File: config.mk
export PLATFORM = sky130hd
export DESIGN_NAME = lcd_ext_regs
export DESIGN_NICKNAME = d
export VERILOG_FILES = /design/src/verilog/lcd_ext_pkg.sv /design/src/verilog/blink_phase.sv /design/src/verilog/lcd_ext_regs.sv
export VERILOG_INCLUDE_DIRS = /design/src /design/src/verilog
export SDC_FILE = /design/constraint.sdc
export NUM_CORES = 1
export LEC_CHECK = 0
export BUFFER_PORTS_ARGS = -buffer_cell sky130_fd_sc_hd__buf_2
export CAP_MARGIN = 20
export CORE_UTILIZATION = 60
export CTS_CLUSTER_DIAMETER = 150
export DETAILED_ROUTE_END_ITERATION = 12
export PLACE_DENSITY_LB_ADDON = 0.1
export SKIP_LAST_GASP = 1
export SLEW_MARGIN = 0
export SYNTH_ARGS = -nofsm -noshare
export SYNTH_HDL_FRONTEND = slang
export SYNTH_SLANG_ARGS = --single-unit
export TNS_END_PERCENT = 20
File: constraint.sdc
create_clock -name clk_sys -period 3.8 [get_ports clk_sys]
set_input_delay 0.57 -clock clk_sys [delete_from_list [all_inputs] [get_ports clk_sys]]
set_output_delay 0.57 -clock clk_sys [all_outputs]
set_load 0.02 [all_outputs]
File: src/verilog/lcd_ext_defs.svh
// offsets, field positions, reset values and counts of the lcd extension registers
`ifndef LCD_EXT_DEFS_SVH
`define LCD_EXT_DEFS_SVH
`define IDX_START_HIGH 8'h0C
`define IDX_START_LOW 8'h0D
`define IDX_CURSOR_START 8'h0A
`define IDX_WIN_HIGH 8'hC0
`define IDX_WIN_LOW 8'hC1
`define IDX_DISP_CTRL 8'hC2
`define CHAR_BLINK_MSB 7
`define CHAR_BLINK_LSB 6
`define CURSOR_BLINK_MSB 5
`define CURSOR_BLINK_LSB 4
`define SCREEN_INVERT_BIT 0
`define CURSOR_BLINK_EN_BIT 5
`define WIN_HIGH_MASK 8'h1F
`define START_HIGH_MASK 8'h3F
`define DISP_CTRL_MASK 8'hF1
`define DISP_CTRL_RESET 8'h00
`define REG_RESET 8'h00
`define FRAME_CNT_W 6
`endif

File: src/verilog/lcd_ext_pkg.sv
// types shared by the lcd extension block
package lcd_ext_pkg;
  typedef enum logic [1:0] {
    BLINK_STEADY,
    BLINK_64,
    BLINK_32,
    BLINK_16
  } blink_rate_t;
endpackage

File: src/verilog/blink_phase.sv
// frame counter giving the visible phase for both blink fields
`timescale 1ns/10ps
`default_nettype none
`include "lcd_ext_defs.svh"
module blink_phase #(
  parameter int CNT_W = `FRAME_CNT_W
) (
  // clocking
  input wire logic clk_sys,
  input wire logic reset,
  input wire logic clk_en,
  // frame tick and rates
  input wire logic frame_tick,
  input wire lcd_ext_pkg::blink_rate_t char_rate,
  input wire lcd_ext_pkg::blink_rate_t cursor_rate,
  // phases, high while visible
  output logic char_on,
  output logic cursor_on
);
  logic [CNT_W-1:0] count_reg;
  logic [CNT_W-1:0] count_next;

  // steady shows always; otherwise inverted count bit 5, 4 or 3 for 1/64, 1/32, 1/16
  function automatic logic phase_of(input lcd_ext_pkg::blink_rate_t r, input logic [CNT_W-1:0] c);
    case (r)
      lcd_ext_pkg::BLINK_64: phase_of = ~c[5];
      lcd_ext_pkg::BLINK_32: phase_of = ~c[4];
      lcd_ext_pkg::BLINK_16: phase_of = ~c[3];
      default: phase_of = 1'b1;
    endcase
  endfunction

  always_comb begin
    count_next = count_reg;
    if (frame_tick) begin
      count_next = count_reg + 1'b1;
    end
  end

  always_ff @(posedge clk_sys) begin
    if (reset) begin
      count_reg <= '0;
    end else if (clk_en) begin
      count_reg <= count_next;
    end
  end

  assign char_on = phase_of(char_rate, count_reg);
  assign cursor_on = phase_of(cursor_rate, count_reg);
endmodule
`default_nettype wire

File: src/verilog/lcd_ext_regs.sv
// lcd extension registers: window start, display control and blink
// What this block does
// - separate window start address for small panels
// - reached via shared index and data ports
// - 13-bit window; 0D writes copied into C1
// - char blink field: steady,1/64,1/32,1/16
// - cursor blink same encoding, gated by bit5
// - bit 0 inverts whole panel
// - display control resets to all zero
// - 0C holds full-size start upper byte
`timescale 1ns/10ps
`default_nettype none
`include "lcd_ext_defs.svh"
module lcd_ext_regs (
  // clocking
  input wire logic clk_sys,
  input wire logic reset,
  input wire logic clk_en,
  // index/data port, same clock
  input wire logic index_wr,
  input wire logic data_wr,
  input wire logic data_rd,
  input wire logic [7:0] wdata,
  output logic [7:0] rdata,
  // display timing
  input wire logic frame_tick,
  // outputs to the display path
  output logic [12:0] start_addr,
  output logic [12:0] window_addr,
  output logic [13:0] full_start_addr,
  output logic char_visible,
  output logic cursor_visible,
  output logic screen_invert
);
  logic [7:0] index_reg, index_next;
  logic [7:0] start_high_reg, start_high_next;
  logic [7:0] start_low_reg, start_low_next;
  logic [7:0] cursor_start_reg, cursor_start_next;
  logic [7:0] window_start_high_reg, window_start_high_next;
  logic [7:0] window_start_low_reg, window_start_low_next;
  logic [7:0] display_control_reg, display_control_next;
  logic [7:0] rdata_reg, rdata_next;
  logic [12:0] start_addr_reg, start_addr_next;
  logic [12:0] window_addr_reg, window_addr_next;
  logic [13:0] full_reg, full_next;
  logic char_vis_reg, char_vis_next, cur_vis_reg, cur_vis_next, inv_reg, inv_next;
  logic char_on, cursor_on;
  lcd_ext_pkg::blink_rate_t char_blink_rate, cursor_blink_rate;

  assign char_blink_rate = lcd_ext_pkg::blink_rate_t'(display_control_reg[`CHAR_BLINK_MSB:`CHAR_BLINK_LSB]);
  assign cursor_blink_rate = lcd_ext_pkg::blink_rate_t'(display_control_reg[`CURSOR_BLINK_MSB:`CURSOR_BLINK_LSB]);

  blink_phase #(.CNT_W(`FRAME_CNT_W)) u_phase (
    .clk_sys(clk_sys),
    .reset(reset),
    .clk_en(clk_en),
    .frame_tick(frame_tick),
    .char_rate(char_blink_rate),
    .cursor_rate(cursor_blink_rate),
    .char_on(char_on),
    .cursor_on(cursor_on)
  );

  always_comb begin
    index_next = index_reg;
    start_high_next = start_high_reg;
    start_low_next = start_low_reg;
    cursor_start_next = cursor_start_reg;
    window_start_high_next = window_start_high_reg;
    window_start_low_next = window_start_low_reg;
    display_control_next = display_control_reg;
    rdata_next = rdata_reg;
    if (index_wr) begin
      index_next = wdata;
    end
    if (data_wr) begin
      case (index_reg)
        `IDX_START_HIGH: start_high_next = wdata & `START_HIGH_MASK;
        `IDX_START_LOW: begin
          start_low_next = wdata;
          window_start_low_next = wdata;
        end
        `IDX_CURSOR_START: cursor_start_next = wdata;
        `IDX_WIN_HIGH: window_start_high_next = wdata & `WIN_HIGH_MASK;
        `IDX_WIN_LOW: window_start_low_next = wdata;
        `IDX_DISP_CTRL: display_control_next = wdata & `DISP_CTRL_MASK;
        default: ;
      endcase
    end
    if (data_rd) begin
      case (index_reg)
        `IDX_START_HIGH: rdata_next = start_high_reg;
        `IDX_START_LOW: rdata_next = start_low_reg;
        `IDX_CURSOR_START: rdata_next = cursor_start_reg;
        `IDX_WIN_HIGH: rdata_next = window_start_high_reg;
        `IDX_WIN_LOW: rdata_next = window_start_low_reg;
        `IDX_DISP_CTRL: rdata_next = display_control_reg;
        default: rdata_next = 8'h00;
      endcase
    end
  end

  always_ff @(posedge clk_sys) begin
    if (reset) begin
      index_reg <= `REG_RESET;
      start_high_reg <= `REG_RESET;
      start_low_reg <= `REG_RESET;
      cursor_start_reg <= `REG_RESET;
      window_start_high_reg <= `REG_RESET;
      window_start_low_reg <= `REG_RESET;
      display_control_reg <= `DISP_CTRL_RESET;
      rdata_reg <= `REG_RESET;
    end else if (clk_en) begin
      index_reg <= index_next;
      start_high_reg <= start_high_next;
      start_low_reg <= start_low_next;
      cursor_start_reg <= cursor_start_next;
      window_start_high_reg <= window_start_high_next;
      window_start_low_reg <= window_start_low_next;
      display_control_reg <= display_control_next;
      rdata_reg <= rdata_next;
    end
  end

  // outputs registered so the display path sees clean levels
  always_comb begin
    window_addr_next = {window_start_high_reg[4:0], window_start_low_reg};
    full_next = {start_high_reg[5:0], start_low_reg};
    // window replaces the full-size start; routing reads is the host's job
    start_addr_next = window_addr_next;
    char_vis_next = char_on;
    // bit 5 of the cursor start raster holds the cursor steady
    cur_vis_next = cursor_start_reg[`CURSOR_BLINK_EN_BIT] ? 1'b1 : cursor_on;
    inv_next = display_control_reg[`SCREEN_INVERT_BIT];
  end

  always_ff @(posedge clk_sys) begin
    if (reset) begin
      window_addr_reg <= '0;
      full_reg <= '0;
      start_addr_reg <= '0;
      char_vis_reg <= 1'b1;
      cur_vis_reg <= 1'b1;
      inv_reg <= 1'b0;
    end else if (clk_en) begin
      window_addr_reg <= window_addr_next;
      full_reg <= full_next;
      start_addr_reg <= start_addr_next;
      char_vis_reg <= char_vis_next;
      cur_vis_reg <= cur_vis_next;
      inv_reg <= inv_next;
    end
  end

  assign rdata = rdata_reg;
  assign window_addr = window_addr_reg;
  assign full_start_addr = full_reg;
  assign start_addr = start_addr_reg;
  assign char_visible = char_vis_reg;
  assign cursor_visible = cur_vis_reg;
  assign screen_invert = inv_reg;

  a_low_mirror: assert property (@(posedge clk_sys) disable iff (reset)
    clk_en && data_wr && index_reg == `IDX_START_LOW |=> window_start_low_reg == $past(wdata))
    else $error("start low write not copied to window low");
  a_high_mask: assert property (@(posedge clk_sys) disable iff (reset)
    window_start_high_reg[7:5] == 3'b000)
    else $error("window high unused bits set");
  a_ctrl_reserved: assert property (@(posedge clk_sys) disable iff (reset)
    display_control_reg[3:1] == 3'b000)
    else $error("display control reserved bits set");
  a_invert_follow: assert property (@(posedge clk_sys) disable iff (reset)
    clk_en |=> screen_invert == $past(display_control_reg[`SCREEN_INVERT_BIT]))
    else $error("invert output wrong");
  a_steady_char: assert property (@(posedge clk_sys) disable iff (reset)
    clk_en && display_control_reg[7:6] == 2'b00 |=> char_visible)
    else $error("steady character blanked");
  a_steady_cursor: assert property (@(posedge clk_sys) disable iff (reset)
    clk_en && display_control_reg[5:4] == 2'b00 |=> cursor_visible)
    else $error("steady cursor blanked");
  a_window_addr: assert property (@(posedge clk_sys) disable iff (reset)
    clk_en |=> window_addr == {$past(window_start_high_reg[4:0]), $past(window_start_low_reg)})
    else $error("window address mismatch");
  a_reg_read: assert property (@(posedge clk_sys) disable iff (reset)
    clk_en && data_rd && index_reg == `IDX_DISP_CTRL |=> rdata == $past(display_control_reg))
    else $error("display control read wrong");
  a_full_start: assert property (@(posedge clk_sys) disable iff (reset)
    clk_en |=> full_start_addr[13:8] == $past(start_high_reg[5:0]))
    else $error("full start high byte wrong");
endmodule
`default_nettype wire

* Yosys cells after proc, flatten, opt, wreduce, memory -nomap -nowiden
Index checks and enable logic that the tools add are counted.
Storage, ports and cells: word-level logic and storage cells 44, register bits 92, input port bits 15, output and inout bits 51
Cells by class: bitwise operators 3, reductions and logical operators 10, add/sub/neg operators 1, eq/ne operators 12, muxes and demuxes 4
Operators by type and width (number):
- $pmux W8 S6 | 1
- $eq A8 B4 Y1 const B | 3
- $eq A8 B8 Y1 const B | 3
- $reduce_and A3 Y1 | 6
- $eq A2 B2 Y1 const B | 4
- $add A6 B1 Y6 const B | 1
- $pmux W1 S3 | 2
- $reduce_and A2 Y1 | 3
- $eq A2 B1 Y1 const B | 2
- $not A1 Y1 | 3
- $reduce_or A2 Y1 | 1
- $mux W1 | 1

* Longest topological paths before layout
Gate-level depths: netlist of run 1.
word-level depth 3, depth in mapped cells 6, gate-level depth less buffers 4

* Modules after synthesis
Synthesis of run 1 repeated with hierarchy kept, for this count alone.
Unflattened totals: cells, all modules 411, area total of the unflattened synthesis 3973.8 um2
Modules (own cells, without submodules):
- lcd_ext_regs | sequential area each 1721.7 um2, area each 3672.3 um2, instances 1, cells each 374
- blink_phase | sequential area each 120.1 um2, area each 301.5 um2, instances 1, cells each 37

* Least setup slack after synthesis of run 1
No wires, ideal clock.
kind input to register, start input clk_en, end register start_low_reg[0], setup slack 1856 ps, stages 5, path buffers 1, required time 3672 ps, library setup time 128 ps, data arrival time 1816 ps, cell sequence clkbuf_1 > nand3b_1 > nor4_4 > mux2i_1 > nor2_1
Between the ends: cells in the longest elaborated chain, start to end 1
RTL lines:
- start, declared | RTL line lcd_ext_regs.sv:18 | input wire logic clk_en,
- $reduce_and A3 Y1 (no source line)
- end signal, assigned | RTL line lcd_ext_regs.sv:107 | start_low_reg <= `REG_RESET;
- end signal, assigned | RTL line lcd_ext_regs.sv:116 | start_low_reg <= start_low_next;
- end, declared | RTL line lcd_ext_regs.sv:37 | logic [7:0] start_low_reg, start_low_next;
No other way between the ends. A chain may end at the register's enable or synchronous reset.

* Final worst setup path of run 1
start register index_reg[0], end register start_low_reg[3]
Between the ends: cells in the longest elaborated chain, start to end 2
RTL lines:
- start, declared | RTL line lcd_ext_regs.sv:35 | logic [7:0] index_reg, index_next;
- start signal, assigned | RTL line lcd_ext_regs.sv:105 | index_reg <= `REG_RESET;
- start signal, assigned | RTL line lcd_ext_regs.sv:114 | index_reg <= index_next;
- $eq A8 B4 Y1 | RTL line lcd_ext_regs.sv:77 | case (index_reg)
- $reduce_and A3 Y1 (no source line)
No other way between the ends.

==> run_results.csv, run 1 <==
group,metric,value,unit
run_status,status,"complete, but fails checks",
run_status,violations,"DRC",
global_route,antenna_found_initial,0,
global_route,grt_pass1_vias,2693,
logic_synthesis,synth_top_family_by_area,"multiplexers",
worst_hold_path,hold_class,"reg2reg",
critical_path,path_delay_family,"flip-flops",
sta,fin_skew,0.007243,ns
logic_synthesis,synth_fa_ha_area_share,0.3190,%
logic_synthesis,synth-seq-area-share,46.95,%
logic_synthesis,ys_types,45,
route,ant_nets,0,
die,core-area,6314,um2
placement,routabilityCongestion,0.9433,
die,dieHeight,82.86,um
clock_network,clk_latency,0.35,ns
finish,syn2layout_area_growth,11.39,%
logic_synthesis,syn_nets,425,
global_route,grt_usage,25.60,%
sta,max_freq,432.3,MHz
die,rows,29,
finish,diodes,0,
die,die_width,82.86,um
die,start_util,62.13,%
route,dr.pass1.iters,9,
clock_network,htree_levels,3,
sta,min_period,2.313,ns
clock_network,cts-root-buf,"clkbuf_8",
logic_synthesis,synth_compound_area_share,7.368,%
global_route,grt_first_pass_wirelength,13930,um
critical_path,slowest_delay,1.02,ns
logic_synthesis,synthCells,409,
route,wl_per_cell,16.33,um
critical_path,crit_slowest_cell,"dfxtp_1",
route,vias,3065,
clock_network,cts_buffers,9,
clock_network,path_clk_slew,0.09,ns
sta,finalHoldViolCount,0,
route,wl,8672,um
critical_path,crit_chain,"nand2_1, nor4_4, mux2i_1, nor2_1",
power_and_ir_drop,p_leak,0.001949,uW
critical_path,required,4.03,ns
finish,fillers,509,
logic_synthesis,synth_top_area_share,46.95,%
critical_path,end_kind,"register",
clock_network,cts_tree,"yes",
logic_synthesis,muxShareOfSynthArea,21.21,%
power_and_ir_drop,vdd_ir_drop_max,0.2596,mV
sta,slew_violations,0,
clock_network,cts_buffer_depth,2,
logic_synthesis,ys_ff_latch,92,
clock_network,hold_buffers,0,
placement,dpl.hpwl,5833,um
sta,setup_viol,0,
sta,period_share,60.87,%
finish,fin_nets,465,
sta,rsz0062_at_grt,"no",
critical_path,cp_max_fo,23,
clock_network,cts_resized,0,
critical_path,worstPathArrival,2.54,ns
placement,dp_cells,515,
critical_path,path_buf_inv,0,
finish,largest_reg_flops,14,
route,viasPerCell,5.772,
logic_synthesis,netlist_area,3923,um2
clock_network,cts_sinks,92,
die,io_pins,66,
finish,final_cell_mix,"dfxtp_1, mux2i_1, nor2_1",
job,maxCapViolCount,0,
logic_synthesis,yosys.area.top_type,"dfxtp_1",
clock_network,cts_setup_buffers,0,
finish,final_common_cell,"dfxtp_1",
critical_path,critPathKind,"reg2reg",
sta,relSlewSlack,29.82,%
global_route,grt_max_degree,45,
critical_path,reg2reg_slack,1.49,ns
finish,drive_gt1_share,19.16,%
logic_synthesis,synth_xor_area_share,1.116,%
route,first_iter_violations,342,
critical_path,cp-start-kind,"register",
finish,instances_no_fill,531,
sta,worst_pin_slew,1.050,ns
die,die_area,6865,um2
placement,port_buffers,65,
logic_synthesis,syn_avg_cell_area,9.590,um2
logic_synthesis,ys.warnings.count,0,
sta,setup_tns,0,ns
power_and_ir_drop,power_density,409.2,nW/um2
logic_synthesis,yosys.area_share.simple,17.64,%
logic_synthesis,ys_top_cells_by_area,"dfxtp_1, mux2i_1, nor2_1",
route,drc_errors,2,
global_route,grt_overflow_total,0,
[cell families (layout without fill, tap and decap cells)]
logic type / count (synthesis) / count (layout)
AND/OR/NAND/NOR: 147 / 147
flip-flops: 92 / 92
multiplexers: 83 / 83
AO/OA/AOI/OAI: 42 / 42
buffers and inverters: 39 / 84
XOR/XNOR: 5 / 5
adder cells (fa/ha/maj): 1 / 1
[tightest hold or removal path: stages (launching register included)]
cell and delay, ns:
dfxtp_1 0.33, nand2_1 0.04, o21ai_0 0.06
[final timing paths]
path	start	end	cells past startpoint
max reg2reg	index_reg[0]	start_low_reg[3]	4
min reg2reg	rdata[5]	rdata[5]	2
min	rdata[5]	rdata[5]	2
max	index_reg[0]	start_low_reg[3]	4
[power by group]
group          switching (uW)  internal [uW]  total, uW
Clock                     329            388        718
Combinational            60.1           28.7       88.8
Sequential               12.3            969        981
[layout make-up]
type / instances / area, um2 / share of cell area, %
clock buffers: 12 / 145.1 / 3.322
multi-input cells: 278 / 1869 / 42.78
clock inverters: 4 / 72.57 / 1.661
inverters: 1 / 3.754 / 0.08591
well taps: 77 / 96.34 / 2.205
repair buffers: 67 / 340.3 / 7.789
flip-flops and latches: 92 / 1842 / 42.15
[synthesized netlist by cell type, drive strengths merged]
cell type,number
a2111o,1
a211o,1
a21boi,2
a21o,1
a21oi,13
a221o,1
a22oi,2
a32oi,3
and2,1
and3,2
and4b,2
and4bb,1
buf,21
clkbuf,17
dfxtp,92
ha,1
inv,1
mux2,1
mux2i,82
nand2,28
nand2b,1
nand3,11
nand3b,1
nand4,3
nand4bb,2
nor2,80
nor2b,2
nor3,1
nor3b,3
nor4,6
nor4bb,1
o211ai,1
o21ai,6
o21bai,1
o22ai,1
o2bb2ai,9
or2,1
or3b,1
xnor2,1
xor2,4
[layer usage]
layer / track usage (%) / vias up / part of all wire [%]
li1: - / 1489 / -
met1: 36.39 / 1440 / 49
met2: 37.78 / 120 / 44
met3: 4.871 / 16 / 5.1
met4: 11.60 / 0 / 1.8
met5: 0 / - / 0
[stage by stage]
stage	hold slack (ns)	cell area, um2	total power [uW]	util (%)	setup WS, ns
final	0.4626	4369	1788	69.20	1.487
after global routing	0.4869	4369	1849	69.20	1.294
after CTS	0.4598	4369	1792	69.20	1.499
after detailed placement	0.4404	4151	1091	65.76	1.508
after global placement	0.4371	4151	1089	65.76	1.530
after floorplan	0.4440	3923	1063	-	1.856
Note: power is estimated with default switching activity, not from simulation.
==> run 2: changes to the inputs <==
--- a/config.mk
+++ b/config.mk
@@ -8,7 +8,7 @@
 export LEC_CHECK = 0
 export BUFFER_PORTS_ARGS = -buffer_cell sky130_fd_sc_hd__buf_2
 export CAP_MARGIN = 20
-export CORE_UTILIZATION = 60
+export CORE_UTILIZATION = 56
 export CTS_CLUSTER_DIAMETER = 150
 export DETAILED_ROUTE_END_ITERATION = 12
 export PLACE_DENSITY_LB_ADDON = 0.1
==> constraint.sdc (replaced) <==
create_clock -name clk_sys -period 2.25 [get_ports clk_sys]
set_input_delay 0.3375 -clock clk_sys [delete_from_list [all_inputs] [get_ports clk_sys]]
set_output_delay 0.3375 -clock clk_sys [all_outputs]
set_load 0.02 [all_outputs]
==> run 2 against run 1 <==
Register-to-register slack got worse by 1.2 ns. First-iteration DRC count fell by 56%. Sequential power rose by 68%. The flow now finishes without violations. Flip-flop and latch count did not move. Clock power rose by 46%. Worst hold slack got worse by 0.24 ns. Utilization fell by 4.3 points. Critical endpoint is now cursor_start_reg[5]. Critical path type unchanged. Sequential share of layout area fell by 0.41 points. Critical path depth did not move. Setup slack got worse by 1.2 ns.
==> run_results.csv, run 2 (same netlist as run 1, synthesis figures left out) <==
group,metric,value,unit
run_status,status,"completed",
job,maxCapViolCount,0,
finish,syn2layout_area_growth,12.47,%
critical_path,worstPathArrival,2.17,ns
route,first_iter_violations,151,
clock_network,cts_buffer_depth,2,
sta,period_share,86.75,%
clock_network,cts_tree,"yes",
route,top_layer,"met4",
die,start_util,57.73,%
finish,drive_gt1_share,20.82,%
sta,min_period,1.952,ns
worst_hold_path,hold_class,"in2reg",
clock_network,cts-root-buf,"clkbuf_8",
finish,fin_nets,472,
route,met1Wirelength,4472,um
global_route,grt_usage,26.54,%
clock_network,hold_buffers,0,
sta,max_freq,512.3,MHz
power_and_ir_drop,vdd_ir_drop_max,0.5262,mV
sta,relSlewSlack,45.20,%
critical_path,cp-start-kind,"register",
clock_network,cts_buffers,9,
global_route,antenna_found_initial,0,
route,wl_met3,357,um
power_and_ir_drop,power_density,650.1,nW/um2
worst_hold_path,hp-start,"reset",
power_and_ir_drop,p_leak,0.001967,uW
die,io_pins,66,
critical_path,reg2reg_slack,0.30,ns
route,wl_met2,4122,um
sta,setup_tns,0,ns
critical_path,end_kind,"register",
sta,setup_viol,0,
die,dieHeight,85.69,um
die,die_area,7343,um2
sta,rsz0062_at_grt,"no",
finish,diodes,0,
global_route,grt_overflow_total,0,
global_route,grt_pass1_vias,2787,
critical_path,critPathKind,"reg2reg",
clock_network,cts_sinks,92,
route,vias,3080,
critical_path,required,2.47,ns
global_route,grt_max_degree,84,
placement,dpl.hpwl,6432,um
placement,routabilityCongestion,0.8913,
die,rows,30,
die,die_width,85.69,um
die,core-area,6794,um2
route,wl,9259,um
sta,slew_violations,0,
clock_network,cts_setup_buffers,0,
clock_network,htree_levels,3,
sta,fin_skew,0.008855,ns
route,viasPerCell,5.530,
route,wl_per_cell,16.62,um
clock_network,clk_latency,0.36,ns
sta,worst_pin_slew,0.8220,ns
finish,largest_reg_flops,14,
sta,whs,0.2183,ns
finish,final_cell_mix,"dfxtp_1, mux2i_1, nor2_1",
finish,final_common_cell,"dfxtp_1",
route,drc_errors,0,
critical_path,crit_start,"index_reg[0]",
critical_path,cp_max_fo,13,
critical_path,worstReg2RegStart,"index_reg[0]",
placement,port_buffers,65,
clock_network,cts_resized,0,
clock_network,path_clk_slew,0.10,ns
global_route,grt_first_pass_wirelength,14590,um
route,dr.pass1.iters,6,
route,ant_nets,0,
sta,finalHoldViolCount,0,
-- run 2: cell type report --
class | count | area [um2]
clock buffers | 10 | 137.6
clock inverters | 6 | 46.29
fillers | 564 | 2382
inverters | 1 | 3.754
multi-input cells | 278 | 1869
flip-flops and latches | 92 | 1842
well taps | 96 | 120.1
repair buffers | 74 | 392.9
-- run 2: per-stage QoR --
stage	total power [uW]	instance area, um2	std cells	setup WS (ns)	utilization, %
finish	2868	4412	557	0.2981	64.94
global route	2972	4412	557	0.1929	64.94
CTS	2883	4412	557	0.3001	64.94
detailed placement	1851	4228	541	0.3476	62.23
global placement	1851	4228	541	0.3650	62.23
floorplan	1795	3923	409	0.5388	-
-- run 2: final timing paths --
kind	endpoint	cells after the start
max	cursor_start_reg[5]	4
min reg2reg	rdata[0]	2
max reg2reg	cursor_start_reg[5]	4
min	index_reg[0]	2
-- run 2: critical path, stage by stage, from the launching register on --
cell	delay [ns]
dfxtp_1	0.52
and4b_1	0.37
and4b_1	0.57
mux2i_1	0.28
nor2_1	0.06
-- run 2: routing by layer --
layer / vias to the layer above / GRT usage (%)
met3: 29 / 3.561
met5: - / 0
met1: 1455 / 36.74
li1: 1497 / -
met2: 99 / 40.73
met4: 0 / 13.48
-- run 2: report_power, final --
part | internal [uW] | switching [uW] | total [uW]
Sequential | 1640 | 15.4 | 1650
Clock | 440 | 614 | 1050
Combinational | 52.3 | 110 | 163
==> run 3: changes to the inputs <==
--- a/config.mk
+++ b/config.mk
@@ -8,7 +8,7 @@
 export LEC_CHECK = 0
 export BUFFER_PORTS_ARGS = -buffer_cell sky130_fd_sc_hd__buf_2
 export CAP_MARGIN = 20
-export CORE_UTILIZATION = 56
+export CORE_UTILIZATION = 60
 export CTS_CLUSTER_DIAMETER = 150
 export DETAILED_ROUTE_END_ITERATION = 12
 export PLACE_DENSITY_LB_ADDON = 0.1
==> constraint.sdc (replaced) <==
create_clock -name clk_sys -period 2.5 [get_ports clk_sys]
set_input_delay 0.375 -clock clk_sys [delete_from_list [all_inputs] [get_ports clk_sys]]
set_output_delay 0.375 -clock clk_sys [all_outputs]
set_load 0.02 [all_outputs]
==> run 3 against run 2 <==
Sequential share of layout area grew 0.14 points. Via count shrank 1.7%. Non-clock buffer count shrank 1. Setup slack gained 0.29 ns.
==> run_results.csv, run 3 (same netlist as run 1, synthesis figures left out) <==
group,metric,value,unit
route,ant_nets,0,
sta,min_period,1.908,ns
power_and_ir_drop,p_switching,629.8,uW
finish,syn2layout_area_growth,12.09,%
power_and_ir_drop,power.share.clock,38.3,%
global_route,grt_usage,26.03,%
sta,slew_violations,0,
power_and_ir_drop,combinationalPowerShare,5.5,%
clock_network,htree_levels,3,
finish,final_common_cell,"dfxtp_1",
power_and_ir_drop,switching_share,23.84,%
critical_path,cp-start-kind,"register",
global_route,grt_first_pass_wirelength,14190,um
die,start_util,62.13,%
sta,fin_skew,0.01090,ns
finish,largest_reg_flops,14,
clock_network,cts_tree,"yes",
route,vias,3029,
route,wl_per_cell,16.30,um
die,core-area,6314,um2
power_and_ir_drop,power_density,600.9,nW/um2
sta,setup_viol,0,
critical_path,worstPathArrival,2.15,ns
run_status,status,"completed",
clock_network,path_clk_slew,0.08,ns
sta,setup_tns,0,ns
die,dieHeight,82.86,um
sta,period_share,76.31,%
die,rows,29,
sta,rsz0062_at_grt,"no",
worst_hold_path,hold_class,"in2reg",
clock_network,cts-root-buf,"clkbuf_8",
finish,finalInstanceArea,4397,um2
critical_path,required,2.74,ns
global_route,grt_max_degree,36,
critical_path,critPathKind,"reg2reg",
critical_path,path_common_cell,"and4b_1",
power_and_ir_drop,p_leak,0.001969,uW
sta,worst_pin_slew,0.6649,ns
critical_path,rr_worst_depth,4,
placement,routabilityCongestion,0.9108,
critical_path,crit_slowest_cell,"dfxtp_1",
sta,max_freq,524.2,MHz
die,io_pins,66,
global_route,antenna_found_initial,0,
clock_network,cts_resized,0,
route,dr.pass1.iters,4,
route,wl,8755,um
clock_network,hold_buffers,0,
clock_network,cts_buffers,9,
placement,dpl-instance-area,4197,um2
critical_path,crit_chain,"and4b_1, and4b_1, mux2i_1, nor2_1",
power_and_ir_drop,seqPwrFrac,56.2,%
clock_network,cts_buffer_depth,2,
power_and_ir_drop,p_int,2012,uW
finish,drive_gt1_share,20.43,%
critical_path,slowest_delay,0.64,ns
placement,dpl.hpwl,6057,um
clock_network,cts_sinks,92,
job,maxCapViolCount,0,
worst_hold_path,whs_path_depth,3,
global_route,grt_pass1_vias,2839,
route,first_iter_violations,225,
finish,final_cell_mix,"dfxtp_1, mux2i_1, nor2_1",
clock_network,cts_setup_buffers,0,
finish,diodes,0,
power_and_ir_drop,vdd_ir_drop_max,0.3984,mV
die,die_area,6865,um2
placement,port_buffers,65,
route,viasPerCell,5.641,
die,die_width,82.86,um
global_route,grt_overflow_total,0,
route,drc_errors,0,
critical_path,end_kind,"register",
critical_path,cp_max_fo,18,
finish,fillers,547,
finish,fin_nets,471,
sta,relSlewSlack,55.68,%
clock_network,clk_latency,0.36,ns
sta,finalHoldViolCount,0,
-- run 3: cell count changes in the layout (fill, tap and decap cells not counted) --
cell / change
clkbuf_1: +1
inv_6: -1
clkinv_4: -1
buf_4: -1
bufinv_16: +1
-- run 3: worst max-delay path, delay by kind of cell (launching register included) --
kind	cells	cell delay, ns
AND/OR/NAND/NOR	3	0.86
flip-flops	1	0.64
multiplexers	1	0.27
-- run 3: power by group through the flow --
stage          combinational [uW]  clock (uW)  sequential [uW]
6_report                      144        1010             1490
5_1_grt                       155        1080             1490
4_1_cts                       144        1030             1490
3_5_place_dp                  143           0             1520
3_3_place_gp                  142           0             1520
2_1_floorplan                 100           0             1510
-- run 3: final timing paths --
kind	from	slack (ns)	to
worst max-delay path	index_reg[1]	0.59	cursor_start_reg[1]
worst min-delay path	wdata[7]	0.35	index_reg[7]
worst max register to register	index_reg[1]	0.59	cursor_start_reg[1]
worst min register to register	rdata[0]	0.45	rdata[0]
-- run 3: metal layers --
metal  up-vias  track usage, %  share of wire [%]
met2       108           39.34                 44
li1       1498               -                  -
met5         -               0                  0
met4         0           13.48                3.2
met1      1398           35.97                 47
met3        25           4.274                5.7
-- run 3: layout make-up --
cell class	count	area (um2)	area share [%]
multi-input cells	278	1869	42.52
flip-flops and latches	92	1842	41.89
repair buffers	73	385.4	8.765
clock buffers	11	141.4	3.216
well taps	77	96.34	2.191
clock inverters	5	58.81	1.338
inverters	1	3.754	0.08537
-- run 3: through the flow --
| step | setup slack [ns] | std cells | power, uW | util (%) | hold slack [ns] |
|---|---|---|---|---|---|
| after floorplan | 0.7513 | 409 | 1615 | - | 0.4440 |
| after global placement | 0.6499 | 521 | 1661 | 66.47 | 0.4270 |
| after detailed placement | 0.6426 | 521 | 1663 | 66.47 | 0.4419 |
| after CTS | 0.6028 | 537 | 2654 | 69.64 | 0.3371 |
| after global routing | 0.4403 | 537 | 2722 | 69.64 | 0.3577 |
| final | 0.5922 | 537 | 2642 | 69.64 | 0.3480 |
